### src/inc/ccsr_defs.vh
// Register offsets, field positions, reset values and times in microseconds for the charger register set
`ifndef CCSR_DEFS_VH
`define CCSR_DEFS_VH

// ****************************************
// Register command codes
// ****************************************
`define CCSR_CMD_INFO 8'h3A
`define CCSR_CMD_CTRL2 8'h3D
`define CCSR_CMD_OTGV 8'h49
`define CCSR_CMD_OTGI 8'h4A

// ****************************************
// Reset values
// ****************************************
`define CCSR_CTRL2_RST 16'h0000
`define CCSR_OTGV_RST 6'h26
`define CCSR_OTGI_RST 6'h00

// ****************************************
// Control word field positions
// ****************************************
`define CCSR_TRK_HI 15
`define CCSR_TRK_LO 14
`define CCSR_OTG_DB 13
`define CCSR_TWO_LVL 12
`define CCSR_SW_DB 11
`define CCSR_HOT_DB_HI 10
`define CCSR_HOT_DB_LO 9
`define CCSR_HOT_DUR_HI 8
`define CCSR_HOT_DUR_LO 6
`define CCSR_SW_OTG 5
`define CCSR_CMP_REF 4
`define CCSR_CMP_DIS 3
`define CCSR_CMP_POL 2
`define CCSR_OCP_DIS 1
`define CCSR_PMON_GAIN 0

// ****************************************
// Value field of the reverse output registers
// ****************************************
`define CCSR_VAL_HI 12
`define CCSR_VAL_LO 7
`define CCSR_OTGV_MAX 6'h2A
`define CCSR_OTGV_MIN 6'h26
`define CCSR_OTGI_MAX 6'h20

// ****************************************
// Times in microseconds and clock rate
// ****************************************
`define CCSR_CLK_MHZ 10
`define CCSR_T_LONG_US 1300000
`define CCSR_T_SHORT_US 150000
`define CCSR_T_10US 10
`define CCSR_T_100US 100
`define CCSR_T_500US 500
`define CCSR_T_1MS 1000
`define CCSR_T_5MS 5000
`define CCSR_T_10MS 10000
`define CCSR_T_15MS 15000
`define CCSR_T_20MS 20000

`endif

### src/rtl/ccsr_regs.v
// Charger configuration and status register set with its timing and alert logic
`timescale 1ns/1ps
`include "ccsr_defs.vh"

module ccsr_regs #(
  parameter TW = 24,
  parameter [TW-1:0] T_LONG_CYC = `CCSR_T_LONG_US * `CCSR_CLK_MHZ,
  parameter [TW-1:0] T_SHORT_CYC = `CCSR_T_SHORT_US * `CCSR_CLK_MHZ
) (
  input wire clk,
  input wire rstn,
  input wire bias_ok,
  input wire wr_en,
  input wire rd_en,
  input wire [7:0] cmd,
  input wire [15:0] wr_data,
  output reg [15:0] rd_data,
  output reg rd_valid,
  input wire adapter_present,
  input wire otg_request,
  input wire system_power_monitor_enabled,
  input wire battery_only,
  input wire [3:0] config_strap_pin,
  input wire trickle_active,
  input wire [1:0] conv_mode,
  input wire [2:0] charger_state,
  input wire [1:0] active_loop,
  input wire reference_active,
  input wire adapter_current_trip,
  input wire battery_discharge_trip,
  input wire low_system_voltage_trip,
  input wire comparator_input,
  output reg [1:0] trickle_sel,
  output reg two_level_limit_en,
  output reg otg_enable,
  output reg input_switch_gate,
  output reg hot_alert_n,
  output reg comparator_en,
  output reg comparator_ref_2v,
  output reg comparator_output,
  output reg gross_overcurrent_protect,
  output reg system_power_monitor_low_gain,
  output reg [5:0] otg_voltage_code,
  output reg [5:0] otg_current_code
);
  // Microseconds to clock cycles, cut on purpose to the timer width
  function [TW-1:0] us_cycles;
    input [31:0] us;
    reg [31:0] full;
    begin
      full = us * `CCSR_CLK_MHZ;
      us_cycles = full[TW-1:0];
    end
  endfunction

  localparam [TW-1:0] C10US = us_cycles(`CCSR_T_10US);
  localparam [TW-1:0] C100US = us_cycles(`CCSR_T_100US);
  localparam [TW-1:0] C500US = us_cycles(`CCSR_T_500US);
  localparam [TW-1:0] C1MS = us_cycles(`CCSR_T_1MS);
  localparam [TW-1:0] C5MS = us_cycles(`CCSR_T_5MS);
  localparam [TW-1:0] C10MS = us_cycles(`CCSR_T_10MS);
  localparam [TW-1:0] C15MS = us_cycles(`CCSR_T_15MS);
  localparam [TW-1:0] C20MS = us_cycles(`CCSR_T_20MS);

  localparam [2:0] SW_OFF = 3'b001;
  localparam [2:0] SW_WAIT = 3'b010;
  localparam [2:0] SW_ON = 3'b100;

  // ****************************************
  // Helper functions
  // ****************************************
  function [5:0] clamp_code;
    input [5:0] v;
    input [5:0] lo;
    input [5:0] hi;
    begin
      if (v > hi) begin
        clamp_code = hi;
      end else if (v < lo) begin
        clamp_code = lo;
      end else begin
        clamp_code = v;
      end
    end
  endfunction

  function [TW-1:0] hot_db_cycles;
    input [1:0] sel;
    begin
      case (sel)
        2'b00: hot_db_cycles = C10US;
        2'b01: hot_db_cycles = C100US;
        2'b10: hot_db_cycles = C500US;
        default: hot_db_cycles = C1MS;
      endcase
    end
  endfunction

  function [TW-1:0] hot_dur_cycles;
    input [2:0] sel;
    begin
      case (sel)
        3'b000: hot_dur_cycles = C10MS;
        3'b001: hot_dur_cycles = C20MS;
        3'b010: hot_dur_cycles = C15MS;
        3'b011: hot_dur_cycles = C5MS;
        3'b100: hot_dur_cycles = C1MS;
        3'b101: hot_dur_cycles = C500US;
        3'b110: hot_dur_cycles = C100US;
        default: hot_dur_cycles = {TW{1'b0}};
      endcase
    end
  endfunction

  // ****************************************
  // Control registers
  // ****************************************
  reg [15:0] ctrl2;
  reg [5:0] otgv;
  reg [5:0] otgi;
  reg [3:0] strap_code;
  reg strap_valid;
  reg adapter_current_hot;
  reg battery_discharge_hot;
  reg low_voltage_hot;
  wire acc_ok = bias_ok;

  always @(posedge clk) begin
    if (!rstn) begin
      ctrl2 <= `CCSR_CTRL2_RST;
      otgv <= `CCSR_OTGV_RST;
      otgi <= `CCSR_OTGI_RST;
    end else if (wr_en && acc_ok) begin
      case (cmd)
        `CCSR_CMD_CTRL2: begin
          ctrl2 <= wr_data;
        end
        `CCSR_CMD_OTGV: begin
          otgv <= clamp_code(wr_data[`CCSR_VAL_HI:`CCSR_VAL_LO], `CCSR_OTGV_MIN, `CCSR_OTGV_MAX);
        end
        `CCSR_CMD_OTGI: begin
          otgi <= clamp_code(wr_data[`CCSR_VAL_HI:`CCSR_VAL_LO], 6'h00, `CCSR_OTGI_MAX);
        end
        default: begin
          ctrl2 <= ctrl2;
        end
      endcase
    end
  end

  // Strap is latched whenever battery_only is low or the monitor is on
  always @(posedge clk) begin
    if (!rstn) begin
      strap_code <= 4'h0;
      strap_valid <= 1'b0;
    end else if (!battery_only || system_power_monitor_enabled) begin
      strap_code <= config_strap_pin;
      strap_valid <= 1'b1;
    end
  end

  // ****************************************
  // Register read
  // ****************************************
  wire [15:0] info_word = {reference_active, active_loop, adapter_current_hot, battery_discharge_hot,
    low_voltage_hot, charger_state, conv_mode, trickle_active, strap_valid ? strap_code : 4'h0};
  reg [15:0] next_rd_data;

  always @* begin
    case (cmd)
      `CCSR_CMD_INFO: next_rd_data = info_word;
      `CCSR_CMD_CTRL2: next_rd_data = ctrl2;
      `CCSR_CMD_OTGV: next_rd_data = {3'b000, otgv, 7'b000_0000};
      `CCSR_CMD_OTGI: next_rd_data = {3'b000, otgi, 7'b000_0000};
      default: next_rd_data = 16'h0000;
    endcase
  end

  always @(posedge clk) begin
    if (!rstn) begin
      rd_data <= 16'h0000;
      rd_valid <= 1'b0;
    end else begin
      rd_valid <= rd_en && acc_ok;
      if (rd_en && acc_ok) begin
        rd_data <= next_rd_data;
      end
    end
  end

  // ****************************************
  // Registered option outputs and comparator output
  // ****************************************
  always @(posedge clk) begin
    if (!rstn) begin
      trickle_sel <= 2'b00;
      two_level_limit_en <= 1'b0;
      comparator_en <= 1'b1;
      comparator_ref_2v <= 1'b0;
      comparator_output <= 1'b0;
      gross_overcurrent_protect <= 1'b1;
      system_power_monitor_low_gain <= 1'b0;
      otg_voltage_code <= `CCSR_OTGV_RST;
      otg_current_code <= `CCSR_OTGI_RST;
    end else begin
      trickle_sel <= ctrl2[`CCSR_TRK_HI:`CCSR_TRK_LO];
      two_level_limit_en <= ctrl2[`CCSR_TWO_LVL];
      comparator_en <= !ctrl2[`CCSR_CMP_DIS];
      comparator_ref_2v <= ctrl2[`CCSR_CMP_REF];
      // Disabled comparator parks low so downstream sees no stale trip
      comparator_output <= !ctrl2[`CCSR_CMP_DIS] && (comparator_input ^ ctrl2[`CCSR_CMP_POL]);
      gross_overcurrent_protect <= !ctrl2[`CCSR_OCP_DIS];
      system_power_monitor_low_gain <= ctrl2[`CCSR_PMON_GAIN];
      otg_voltage_code <= otgv;
      otg_current_code <= otgi;
    end
  end

  // ****************************************
  // OTG enable debounce
  // ****************************************
  wire otg_done;
  ccsr_timer #(.W(TW)) u_otg_tmr (
    .clk(clk),
    .rstn(rstn),
    .load(1'b0),
    .count(ctrl2[`CCSR_OTG_DB] ? T_SHORT_CYC : T_LONG_CYC),
    .run(otg_request),
    .done(otg_done)
  );

  always @(posedge clk) begin
    if (!rstn) begin
      otg_enable <= 1'b0;
    end else begin
      otg_enable <= otg_request && otg_done;
    end
  end

  // ****************************************
  // Input switch gate sequencing
  // ****************************************
  reg [2:0] sw_state;
  reg [2:0] next_sw_state;
  reg first_done;
  wire sw_done;
  // Until the gate has dropped once, the short delay is forced
  wire [TW-1:0] sw_delay = (first_done && !ctrl2[`CCSR_SW_DB]) ? T_LONG_CYC : T_SHORT_CYC;

  ccsr_timer #(.W(TW)) u_sw_tmr (
    .clk(clk),
    .rstn(rstn),
    .load(1'b0),
    .count(sw_delay),
    .run(sw_state == SW_WAIT),
    .done(sw_done)
  );

  always @* begin
    case (sw_state)
      SW_OFF: next_sw_state = adapter_present ? SW_WAIT : SW_OFF;
      SW_WAIT: next_sw_state = !adapter_present ? SW_OFF : (sw_done ? SW_ON : SW_WAIT);
      SW_ON: next_sw_state = adapter_present ? SW_ON : SW_OFF;
      default: next_sw_state = SW_OFF;
    endcase
  end

  always @(posedge clk) begin
    if (!rstn) begin
      sw_state <= SW_OFF;
      first_done <= 1'b0;
      input_switch_gate <= 1'b0;
    end else begin
      sw_state <= next_sw_state;
      if (sw_state == SW_ON && next_sw_state == SW_OFF) begin
        first_done <= 1'b1;
      end
      if (otg_enable) begin
        input_switch_gate <= !ctrl2[`CCSR_SW_OTG];
      end else begin
        input_switch_gate <= (next_sw_state == SW_ON);
      end
    end
  end

  // ****************************************
  // Hot alert debounce and minimum hold
  // ****************************************
  wire ac_done;
  wire dc_done;
  wire lv_done;
  reg [TW-1:0] hold_left;

  ccsr_timer #(.W(TW)) u_ac_tmr (
    .clk(clk),
    .rstn(rstn),
    .load(1'b0),
    .count(hot_db_cycles(ctrl2[`CCSR_HOT_DB_HI:`CCSR_HOT_DB_LO])),
    .run(adapter_current_trip),
    .done(ac_done)
  );

  ccsr_timer #(.W(TW)) u_dc_tmr (
    .clk(clk),
    .rstn(rstn),
    .load(1'b0),
    .count(hot_db_cycles(ctrl2[`CCSR_HOT_DB_HI:`CCSR_HOT_DB_LO])),
    .run(battery_discharge_trip),
    .done(dc_done)
  );

  ccsr_timer #(.W(TW)) u_lv_tmr (
    .clk(clk),
    .rstn(rstn),
    .load(1'b0),
    .count(C10US),
    .run(low_system_voltage_trip),
    .done(lv_done)
  );

  wire any_hot = adapter_current_hot || battery_discharge_hot || low_voltage_hot;

  always @(posedge clk) begin
    if (!rstn) begin
      adapter_current_hot <= 1'b0;
      battery_discharge_hot <= 1'b0;
      low_voltage_hot <= 1'b0;
      hold_left <= {TW{1'b0}};
      hot_alert_n <= 1'b1;
    end else begin
      adapter_current_hot <= adapter_current_trip && ac_done;
      battery_discharge_hot <= battery_discharge_trip && dc_done;
      low_voltage_hot <= low_system_voltage_trip && lv_done;
      // Hold is armed on each assertion cycle so the pin stays low for the minimum after release
      if (any_hot) begin
        hold_left <= hot_dur_cycles(ctrl2[`CCSR_HOT_DUR_HI:`CCSR_HOT_DUR_LO]);
      end else if (hold_left != {TW{1'b0}}) begin
        hold_left <= hold_left - {{(TW-1){1'b0}}, 1'b1};
      end
      hot_alert_n <= !(any_hot || (hold_left > {{(TW-1){1'b0}}, 1'b1}));
    end
  end
endmodule

### src/rtl/ccsr_timer.v
// Down counter that raises done after a loaded cycle count
`timescale 1ns/1ps
module ccsr_timer #(
  parameter W = 24
) (
  input wire clk,
  input wire rstn,
  input wire load,
  input wire [W-1:0] count,
  input wire run,
  output reg done
);
  reg [W-1:0] left;

  // Load restarts the wait; dropping run aborts it
  always @(posedge clk) begin
    if (!rstn) begin
      left <= {W{1'b0}};
      done <= 1'b0;
    end else if (load || !run) begin
      left <= count;
      done <= 1'b0;
    end else if (left != {W{1'b0}}) begin
      left <= left - {{(W-1){1'b0}}, 1'b1};
      done <= (left == {{(W-1){1'b0}}, 1'b1});
    end else begin
      done <= 1'b1;
    end
  end
endmodule

### config.mk
export PLATFORM = sky130hd
export DESIGN_NAME = ccsr_regs
export DESIGN_NICKNAME = d
export VERILOG_FILES = /design/src/rtl/ccsr_regs.v /design/src/rtl/ccsr_timer.v
export VERILOG_INCLUDE_DIRS = /design/src /design/src/inc
export SDC_FILE = /design/constraint.sdc
export NUM_CORES = 1
export LEC_CHECK = 0
export BUFFER_PORTS_ARGS = -buffer_cell sky130_fd_sc_hd__buf_2
export CORE_MARGIN = 5
export CORE_UTILIZATION = 30
export DETAILED_ROUTE_END_ITERATION = 8
export HOLD_SLACK_MARGIN = 0.06
export SYNTH_ARGS = -nofsm -noshare
export SYNTH_HDL_FRONTEND = slang
export SYNTH_SLANG_ARGS = --single-unit
export TNS_END_PERCENT = 20
### constraint.sdc
create_clock -name clk -period 3.3 [get_ports clk]
set_input_delay 0.495 -clock clk [delete_from_list [all_inputs] [get_ports clk]]
set_output_delay 0.495 -clock clk [all_outputs]
set_load 0.01 [all_outputs]
Word-level counts from Yosys, hierarchy flattened
Cells that the tools add are included.

operators by class
  $add $sub $neg = 6
  order comparisons = 5
  equal/unequal tests = 27
  mux-type cells = 33
  bitwise gates (word level) = 1
  reduce and logical (&&, ||, !) cells = 36

operators with widths
  cell                                                         count
  two-way mux 24 bit                                           12
  nonzero test 24 bit                                          6
  subtractor 24 x 1 -> 24 bit (second input constant)          6
  one-hot mux 18 bit (7 select lines)                          1
  equality test 24 x 1 -> 1 bit (second input constant)        5
  one-hot mux 16 bit (4 select lines)                          1
  one-hot mux 14 bit (3 select lines)                          1
  > comparator 24 x 1 -> 1 bit (second input constant)         1
  two-way mux 6 bit                                            4
  equality test 8 x 6 -> 1 bit (second input constant)         2
  equality test 8 x 7 -> 1 bit (second input constant)         2
  AND reduction 2 bit                                          8
  equality test 3 bit (second input constant)                  5
  two-way mux 7 bit                                            2
  > comparator 6 bit (second input constant)                   2
  equality test 3 x 1 -> 1 bit (second input constant)         3
  equality test 3 x 2 -> 1 bit (second input constant)         3
  logical AND 1 bit                                            9
  two-way mux 3 bit                                            3
  one-hot mux 3 bit (3 select lines)                           1
  inequality test 2 x 1 -> 1 bit (second input constant)       4
  zero test 1 bit                                              6
  less-than comparator 6 x 1 -> 1 bit (second input constant)  1
  less-than comparator 6 bit (second input constant)           1
  other kinds (11)                                             19

word-level totals
  register bits = 229
  bits of input ports = 50
  output and inout bits = 40
  word-level logic and storage cells = 144

Logic depth before layout (Yosys ltp)
Gate-level depths: netlist of run 1.

  depth in word-level cells = 5
  depth in mapped cells = 8
  gate-level depth less buffers = 7

By module
A second synthesis of run 1 with hierarchy kept.

unflattened totals
  cell total of the unflattened synthesis = 1433
  area, all modules = 11743.8 µm²

by module, submodules not included
  module      times used  cells each  area an instance (µm²)  sequential area each (µm²)
  ccsr_timer  5           186         1471.4                  500.5
  ccsr_regs   1           503         4386.7                  2082.0

Worst setup path before layout of run 1
No wires, ideal clock.

  path kind = register to register
  from = register hold_left[8]
  to = register hold_left[20]
  setup time = 71 ps
  arrival time = 2417 ps
  required time = 3229 ps
  slack = 812 ps
  cell stages (with the launch flop) = 7
  buffers on the path = 1
  clock period less this slack = 2488 ps
  cell sequence = dfxtp_1 or4_4 or4_4 buf_6 or3_1 or4_1 a21oi_1

on the way
  cells in the longest elaborated chain, start to end = 3
  elaborated cells between the ends (all ways) = 5
  those cells by class = 1 x add/sub; 2 x mux; 2 x reduce/logical

RTL lines
  element                      RTL line         source
  start, declared              ccsr_regs.v:292  reg [TW-1:0] hold_left;
  start signal, assigned       ccsr_regs.v:328  hold_left <= {TW{1'b0}};
  start signal, assigned       ccsr_regs.v:336  hold_left <= hot_dur_cycles(ctrl2[`CCSR_HOT_DUR_HI:`CCSR_HOT_DUR_LO]);
  start signal, assigned       ccsr_regs.v:338  hold_left <= hold_left - {{(TW-1){1'b0}}, 1'b1};
  subtractor 24 x 1 -> 24 bit  ccsr_regs.v:338
  two-way mux 24 bit           ccsr_regs.v:337  end else if (hold_left != {TW{1'b0}}) begin
  two-way mux 24 bit           ccsr_regs.v:335  if (any_hot) begin

Parallel ways exist; a longest one is shown, timed or not. The select of a mux whose other input is x is not followed.
A chain may end at the register's enable or synchronous reset.

Worst setup path after layout of run 1
  from = register u_lv_tmr.left[14]
  to = register u_lv_tmr.left[6]

on the way
  cells in the longest elaborated chain, start to end = 2

RTL lines
  element                                          RTL line         source
  start, declared                                  ccsr_timer.v:13  reg [W-1:0] left;
  start signal, assigned                           ccsr_timer.v:18  left <= {W{1'b0}};
  start signal, assigned                           ccsr_timer.v:21  left <= count;
  start signal, assigned                           ccsr_timer.v:24  left <= left - {{(W-1){1'b0}}, 1'b1};
  nonzero test 24 bit                              ccsr_timer.v:23  end else if (left != {W{1'b0}}) begin
  inequality test 2 x 1 -> 1 bit (no source line)  -

No other way between the ends.

==> flow_metrics.tcl, run 1 <==
set metrics [dict create \
    power.switching_w 0.00256 \
    cts_hold_buf 0 \
    grt_pass1_wl_um 47000 \
    async_flop_share_pct 0 \
    vias 9709 \
    rsz0062_at_grt "false" \
    p_comb_share_pct 23.3 \
    hpwl_um 20800 \
    reg2regPathDepth 5 \
    viasPerCell 5.28 \
    crit_arrival_ns 3.22 \
    grt_overflow 0 \
    maxSlewViolCount 0 \
    cts_tree "done" \
    crit_type "reg -> reg" \
    yosys_warnings 0 \
    antenna_found_initial 8 \
    cts_setup_buffers 0 \
    place.gp.congestion 0.830 \
    grt_pass1_vias 9294 \
    drv_cap 0 \
    fin_crit_sh_pct 83.2 \
    crit_end "u_lv_tmr.left[6]$_SDFFE_PN0P_" \
    cp-startpoint "u_lv_tmr.left[14]$_SDFFE_PN0P_" \
    totalWireLength_um 29400 \
    firstDrtPassIters 5 \
    hold_path_class "in -> reg" \
    worstSkewPairLatency_ns 0.55 \
    synth.cell_area_um2 10800 \
    routedWlPerCell_um 16.0 \
    status "complete, no violations" \
    dieArea_um2 40000 \
    p_per_area_nw_per_um2 647 \
    final-setup-viol-count 0 \
    start_util_pct 30.4 \
    portBuffers 89 \
    synth_edf_count 0 \
    crit_fanout 13 \
    core_area_um2 35600 \
    crit_path_end_kind "flip-flop" \
    relSlewSlack_pct 44.7 \
    cts_buffers 27 \
    post_cts_resized 0 \
    die_x_um 200 \
    hold_viol_final 0 \
    die_y_um 200 \
    holdPathStages 2 \
    drc_errors 0 \
    nets 1426 \
    synth-seq-cells 229 \
    ant_nets 0 \
    max_freq_mhz 364 \
    syn_nets 1352 \
    htreeDepth 1 \
    fin_setup_tns_ns 0 \
    synth_most_common_cell "dfxtp_1" \
    drt_iter0_drc 585 \
    r2r_setup_slack_ns 0.56 \
    avgSynthCellArea_um2 8.47 \
    synthTopCellsByArea "dfxtp_1 42%, a21oi_1 5.1%, nand2_1 3.9%" \
    p_int_w 0.00565 \
    synth_cells 1279 \
    clk_pin_slew_ns 0.06 \
    power.leakage_nw 4.79 \
    synth_seq_area_share_pct 42.3 \
    r2r-end "u_lv_tmr.left[6]$_SDFFE_PN0P_" \
    yosys.area.top_type_share_pct 42.3 \
    grt_usage_pct 14.1 \
    fin_skew_ns 0.0250 \
    clockBufferDepth 3 \
    drive_gt1_share_pct 13.0 \
    power_switching_share_pct 31.1 \
    min_period_ns 2.74 \
    r2r_start "u_lv_tmr.left[14]$_SDFFE_PN0P_" \
    startpoint_type "flip-flop" \
    clock-sinks 229 \
    p_seq_share_pct 39.9 \
    grt_max_degree 40 \
    num_rows 69 \
    cts_root_buffer "clkbuf_16" \
    ys_top_cells_by_count "229 x dfxtp_1, 113 x nand2_1, 110 x a21oi_1" \
    syn_to_final_growth_pct 17.2 \
    synth_cell_types 66 \
    max-vdd-ir-drop_mv 0.298 \
    hold_ws_ns 0.186 \
    synth_largest_area_cell "dfxtp_1" \
    ys.flop_type "dfxtp_1" \
    clock_power_share_pct 36.8 \
    worst_pin_slew_ns 0.816 \
    cp.required_ns 3.78 \
    ios 90 \
]
-- logic make-up after synthesis --
group                    synth area share [%]
flip-flops                               42.3
AND/OR/NAND/NOR                          26.8
AO/OA/AOI/OAI                            17.7
adder cells (fa/ha/maj)                  2.66
XOR/XNOR                                 6.07
multiplexers                             1.14
buffers and inverters                    3.28
-- layout by cell type, fill, tap and decap left out, types with 8 or more instances in the layout --
master       n
nand2b_1    16
clkbuf_16   27
or3_1       39
xnor2_1     41
or4_1       32
nand4_1     22
nor3_1      42
dfxtp_1    229
a211oi_1    14
o21ai_0     62
nor4_1      41
nand2_1    113
and3_1      17
buf_4       21
inv_1       26
or2_2        8
buf_2       89
nor3b_1      9
and2_1      19
ha_1        23
a31oi_1     20
nor2_1     102
a22o_1      22
xor2_1      34
mux2i_1      9
nand3_1     36
o31ai_1     19
nand3b_1    12
a21oi_1    110
a22oi_1     12
-- flip-flops by register name, indices dropped and copies added (netlist names), 2 cells and up --
register,flops
ctrl2,16
otgi,6
u_sw_tmr.left,24
sw_state,3
trickle_sel,2
u_lv_tmr.left,24
otg_voltage_code,6
rd_data,16
otg_current_code,6
u_ac_tmr.left,24
otgv,6
u_dc_tmr.left,24
u_otg_tmr.left,24
hold_left,24
strap_code,4
-- cell type report --
class / count / area [µm²]
fill: 3706 / 22900
multi-input combinational: 958 / 5900
sequential: 229 / 4580
clock buffer: 41 / 798
timing repair buffer: 110 / 603
tap: 461 / 577
clock inverter: 9 / 113
inverter: 27 / 101
antenna: 4 / 10.0
-- power groups by stage --
stage	clock network [W]	registers [W]	logic, W
6_report	0.00302	0.00327	0.00191
5_1_grt	0.00324	0.00331	0.00215
4_1_cts	0.00311	0.00327	0.00191
3_5_place_dp	0	0.00332	0.00190
3_3_place_gp	0	0.00332	0.00188
2_1_floorplan	0	0.00325	0.00155
-- routing by layer --
layer | routed length [µm] | global-route usage [%] | share of wire (%) | vias to the layer above
li1 | - | - | - | 4857
met3 | 1730 | 3.00 | 5.9 | 55
met4 | 824 | 4.93 | 2.8 | 6
met2 | 13600 | 22.9 | 46 | 194
met1 | 13200 | 18.5 | 45 | 4597
met5 | 34 | 0 | 0.12 | -
-- critical path, stage by stage (launching register included) --
cell     delay [ns]
dfxtp_1        0.34
or4_1          0.69
or4_1          0.77
o21ai_1        0.53
o21ai_0        0.17
a31oi_1        0.18
-- metrics by stage --
stage,power [W],setup slack (ns),util [%],std cells,area (µm²)
4_1_cts,0.00829,0.583,35.6,1835,12700
3_3_place_gp,0.00520,0.686,33.1,1785,11800
2_1_floorplan,0.00480,0.812,-,1279,10800
5_1_grt,0.00870,0.315,35.7,1839,12700
6_report,0.00821,0.556,35.7,1839,12700
3_5_place_dp,0.00522,0.603,33.1,1785,11800
-- how the worst min path moves through the flow --
stage                                     start                                   end
after global routing                 wr_data[6]                 ctrl2[6]$_SDFFE_PN0P_
after CTS                       adapter_present                sw_state[0]$_SDFF_PN1_
after global placement    ctrl2[1]$_SDFFE_PN0P_  gross_overcurrent_protect$_SDFF_PN1_
after detailed placement  ctrl2[1]$_SDFFE_PN0P_  gross_overcurrent_protect$_SDFF_PN1_
after floorplan           ctrl2[1]$_SDFFE_PN0P_  gross_overcurrent_protect$_SDFF_PN1_
final                           adapter_present                sw_state[0]$_SDFF_PN1_
Power figures use the tool's default switching activity.
==> run 2: changes to the inputs <==
- clock period: 3.3 -> 2.6 ns (I/O delays scaled with it)
==> run 2 against run 1 <==
  * Routed wire length barely moved
  * Count of clock-buffer cells in the layout decreased by 4
  * Largest cell class unchanged
  * Total power grew 32%
  * Critical path depth is 1 higher
  * Utilization rose by 1.4 points
  * Register-to-register slack worse by 0.39 ns
  * Highest routed layer unchanged
  * Sequential power grew 27%
==> flow_metrics.tcl, run 2 (synthesized netlist as in run 1, its figures left out) <==
set metrics [dict create \
    syn_to_final_growth_pct 21.6 \
    p_per_area_nw_per_um2 825 \
    rsz0062_at_grt "false" \
    start_util_pct 30.4 \
    post_cts_resized 0 \
    max_freq_mhz 411 \
    drv_cap 0 \
    fin_skew_ns 0.0420 \
    hpwl_um 20900 \
    cp.required_ns 3.06 \
    worstSkewPairLatency_ns 0.57 \
    nets 1474 \
    grt_overflow 0 \
    power.switching_w 0.00336 \
    relSlewSlack_pct 51.5 \
    crit_family "simple AND/OR/NAND/NOR gates" \
    drt_iter0_drc 633 \
    ios 90 \
    place.gp.congestion 0.858 \
    firstDrtPassIters 5 \
    power.leakage_nw 5.04 \
    p_int_w 0.00750 \
    p_comb_share_pct 24.5 \
    status "complete, no violations" \
    crit_fanout 8 \
    drc_errors 0 \
    clock_power_share_pct 37.5 \
    fin_crit_sh_pct 93.5 \
    power_switching_share_pct 30.9 \
    hold_path_class "in -> reg" \
    worst_pin_slew_ns 0.722 \
    final_common_cell "dfxtp_1" \
    cts_tree "done" \
    cp.buffers_inverters 1 \
    die_x_um 200 \
    portBuffers 89 \
    drive_gt1_share_pct 15.1 \
    cts_buffers 28 \
    min_period_ns 2.43 \
    clk_pin_slew_ns 0.06 \
    max-vdd-ir-drop_mv 0.564 \
    clockBufferDepth 3 \
    vias 9843 \
    place_area_um2 12000 \
    final-setup-viol-count 0 \
    crit_type "reg -> reg" \
    crit_path_end_kind "flip-flop" \
    grt_pass1_vias 9256 \
    startpoint_type "flip-flop" \
    grt_usage_pct 14.2 \
    routedWlPerCell_um 15.6 \
    htreeDepth 1 \
    ant_nets 0 \
    core_area_um2 35600 \
    fillers 3632 \
    cts_root_buffer "clkbuf_16" \
    viasPerCell 5.21 \
    fin_area_um2 13200 \
    cpMostUsedCell "or4_4" \
    grt_max_degree 36 \
    maxSlewViolCount 0 \
    clock-sinks 229 \
    multi_input_area_um2 5900 \
    p_seq_share_pct 38.1 \
    cpPeakStageDelay_ns 0.55 \
    fin_setup_tns_ns 0 \
    layout.area.seq_um2 4580 \
    hold_viol_final 0 \
    num_rows 69 \
    antenna_found_initial 4 \
    crit_arrival_ns 2.89 \
    totalWireLength_um 29400 \
    die_y_um 200 \
    grt_pass1_wl_um 47500 \
    critical_path.cell_chain "or4_4, or4_4, buf_4, nor3_1, o21ba_2, o2111a_1" \
    cp_slowest_cell "or4_4" \
    dieArea_um2 40000 \
    mostFrequentLayoutCells "229 x dfxtp_1, 113 x nand2_1, 110 x a21oi_1" \
]
## run 2: cell types whose count changed in the layout (fill, tap and decap cells not counted)
cell / before / now
clkbuf_16: 27 / 28
inv_16: 1 / 0
clkinv_16: 0 / 1
clkinv_4: 0 / 1
buf_4: 21 / 51
bufinv_16: 2 / 3
clkinvlp_4: 1 / 4
inv_6: 0 / 1
dlygate4sd3_1: 0 / 17
diode_2: 4 / 5
clkbuf_1: 7 / 2
## run 2: per-layer routing
metal  global-route usage [%]  up-vias  part of all wire [%]
li1                         -     4963                     -
met1                     19.8     4616                    48
met2                     22.4      213                    45
met3                     2.15       49                   4.5
met4                     5.23        2                   2.8
met5                        0        -                 0.024
## run 2: final timing paths
kind / start / endpoint / slack [ns] / cells after the start
setup / recovery: hold_left[9]$_SDFFE_PN0P_ / hold_left[13]$_SDFFE_PN0P_ / 0.17 / 6
hold reg to reg: ctrl2[1]$_SDFFE_PN0P_ / gross_overcurrent_protect$_SDFF_PN1_ / 0.40 / 1
setup reg to reg: hold_left[9]$_SDFFE_PN0P_ / hold_left[13]$_SDFFE_PN0P_ / 0.17 / 6
hold / removal: adapter_present / sw_state[0]$_SDFF_PN1_ / 0.09 / 2
## run 2: timing repair
action                    CTS  global route
hold buffers               17             0
hold endpoints to repair   19             0
buffers inserted            0             0
## run 2: final cells by class
class | count | area share, %
clock inverters | 15 | 1.46
repair buffers | 157 | 7.58
flip-flops and latches | 229 | 34.8
diodes | 5 | 0.0950
inverters | 27 | 0.769
clock buffers | 37 | 6.11
well taps | 461 | 4.38
multi-input cells | 958 | 44.8
## run 2: per-stage QoR
stage / std cells / utilization (%) / power, W / hold slack (ns) / setup WS [ns]
finish: 1889 / 37.0 / 0.0109 / 0.0949 / 0.169
global route: 1886 / 37.0 / 0.0115 / 0.0843 / 0.0666
CTS: 1884 / 37.0 / 0.0110 / 0.0624 / 0.179
detailed placement: 1815 / 33.7 / 0.00681 / 0.390 / 0.197
global placement: 1815 / 33.7 / 0.00678 / 0.386 / 0.191
floorplan: 1279 / - / 0.00610 / 0.371 / 0.112
## run 2: power groups by stage
stage	sequential [W]	clock [W]	combinational [W]
floorplan	0.00413	0	0.00197
global placement	0.00419	0	0.00259
detailed placement	0.00420	0	0.00261
CTS	0.00413	0.00420	0.00264
global route	0.00419	0.00434	0.00297
finish	0.00414	0.00407	0.00266
## run 2: worst reg2reg max path, cell delays in order, from the launching register on
cell	delay, ns
dfxtp_1	0.34
or4_4	0.55
or4_4	0.53
buf_4	0.18
nor3_1	0.30
o21ba_2	0.21
o2111a_1	0.23
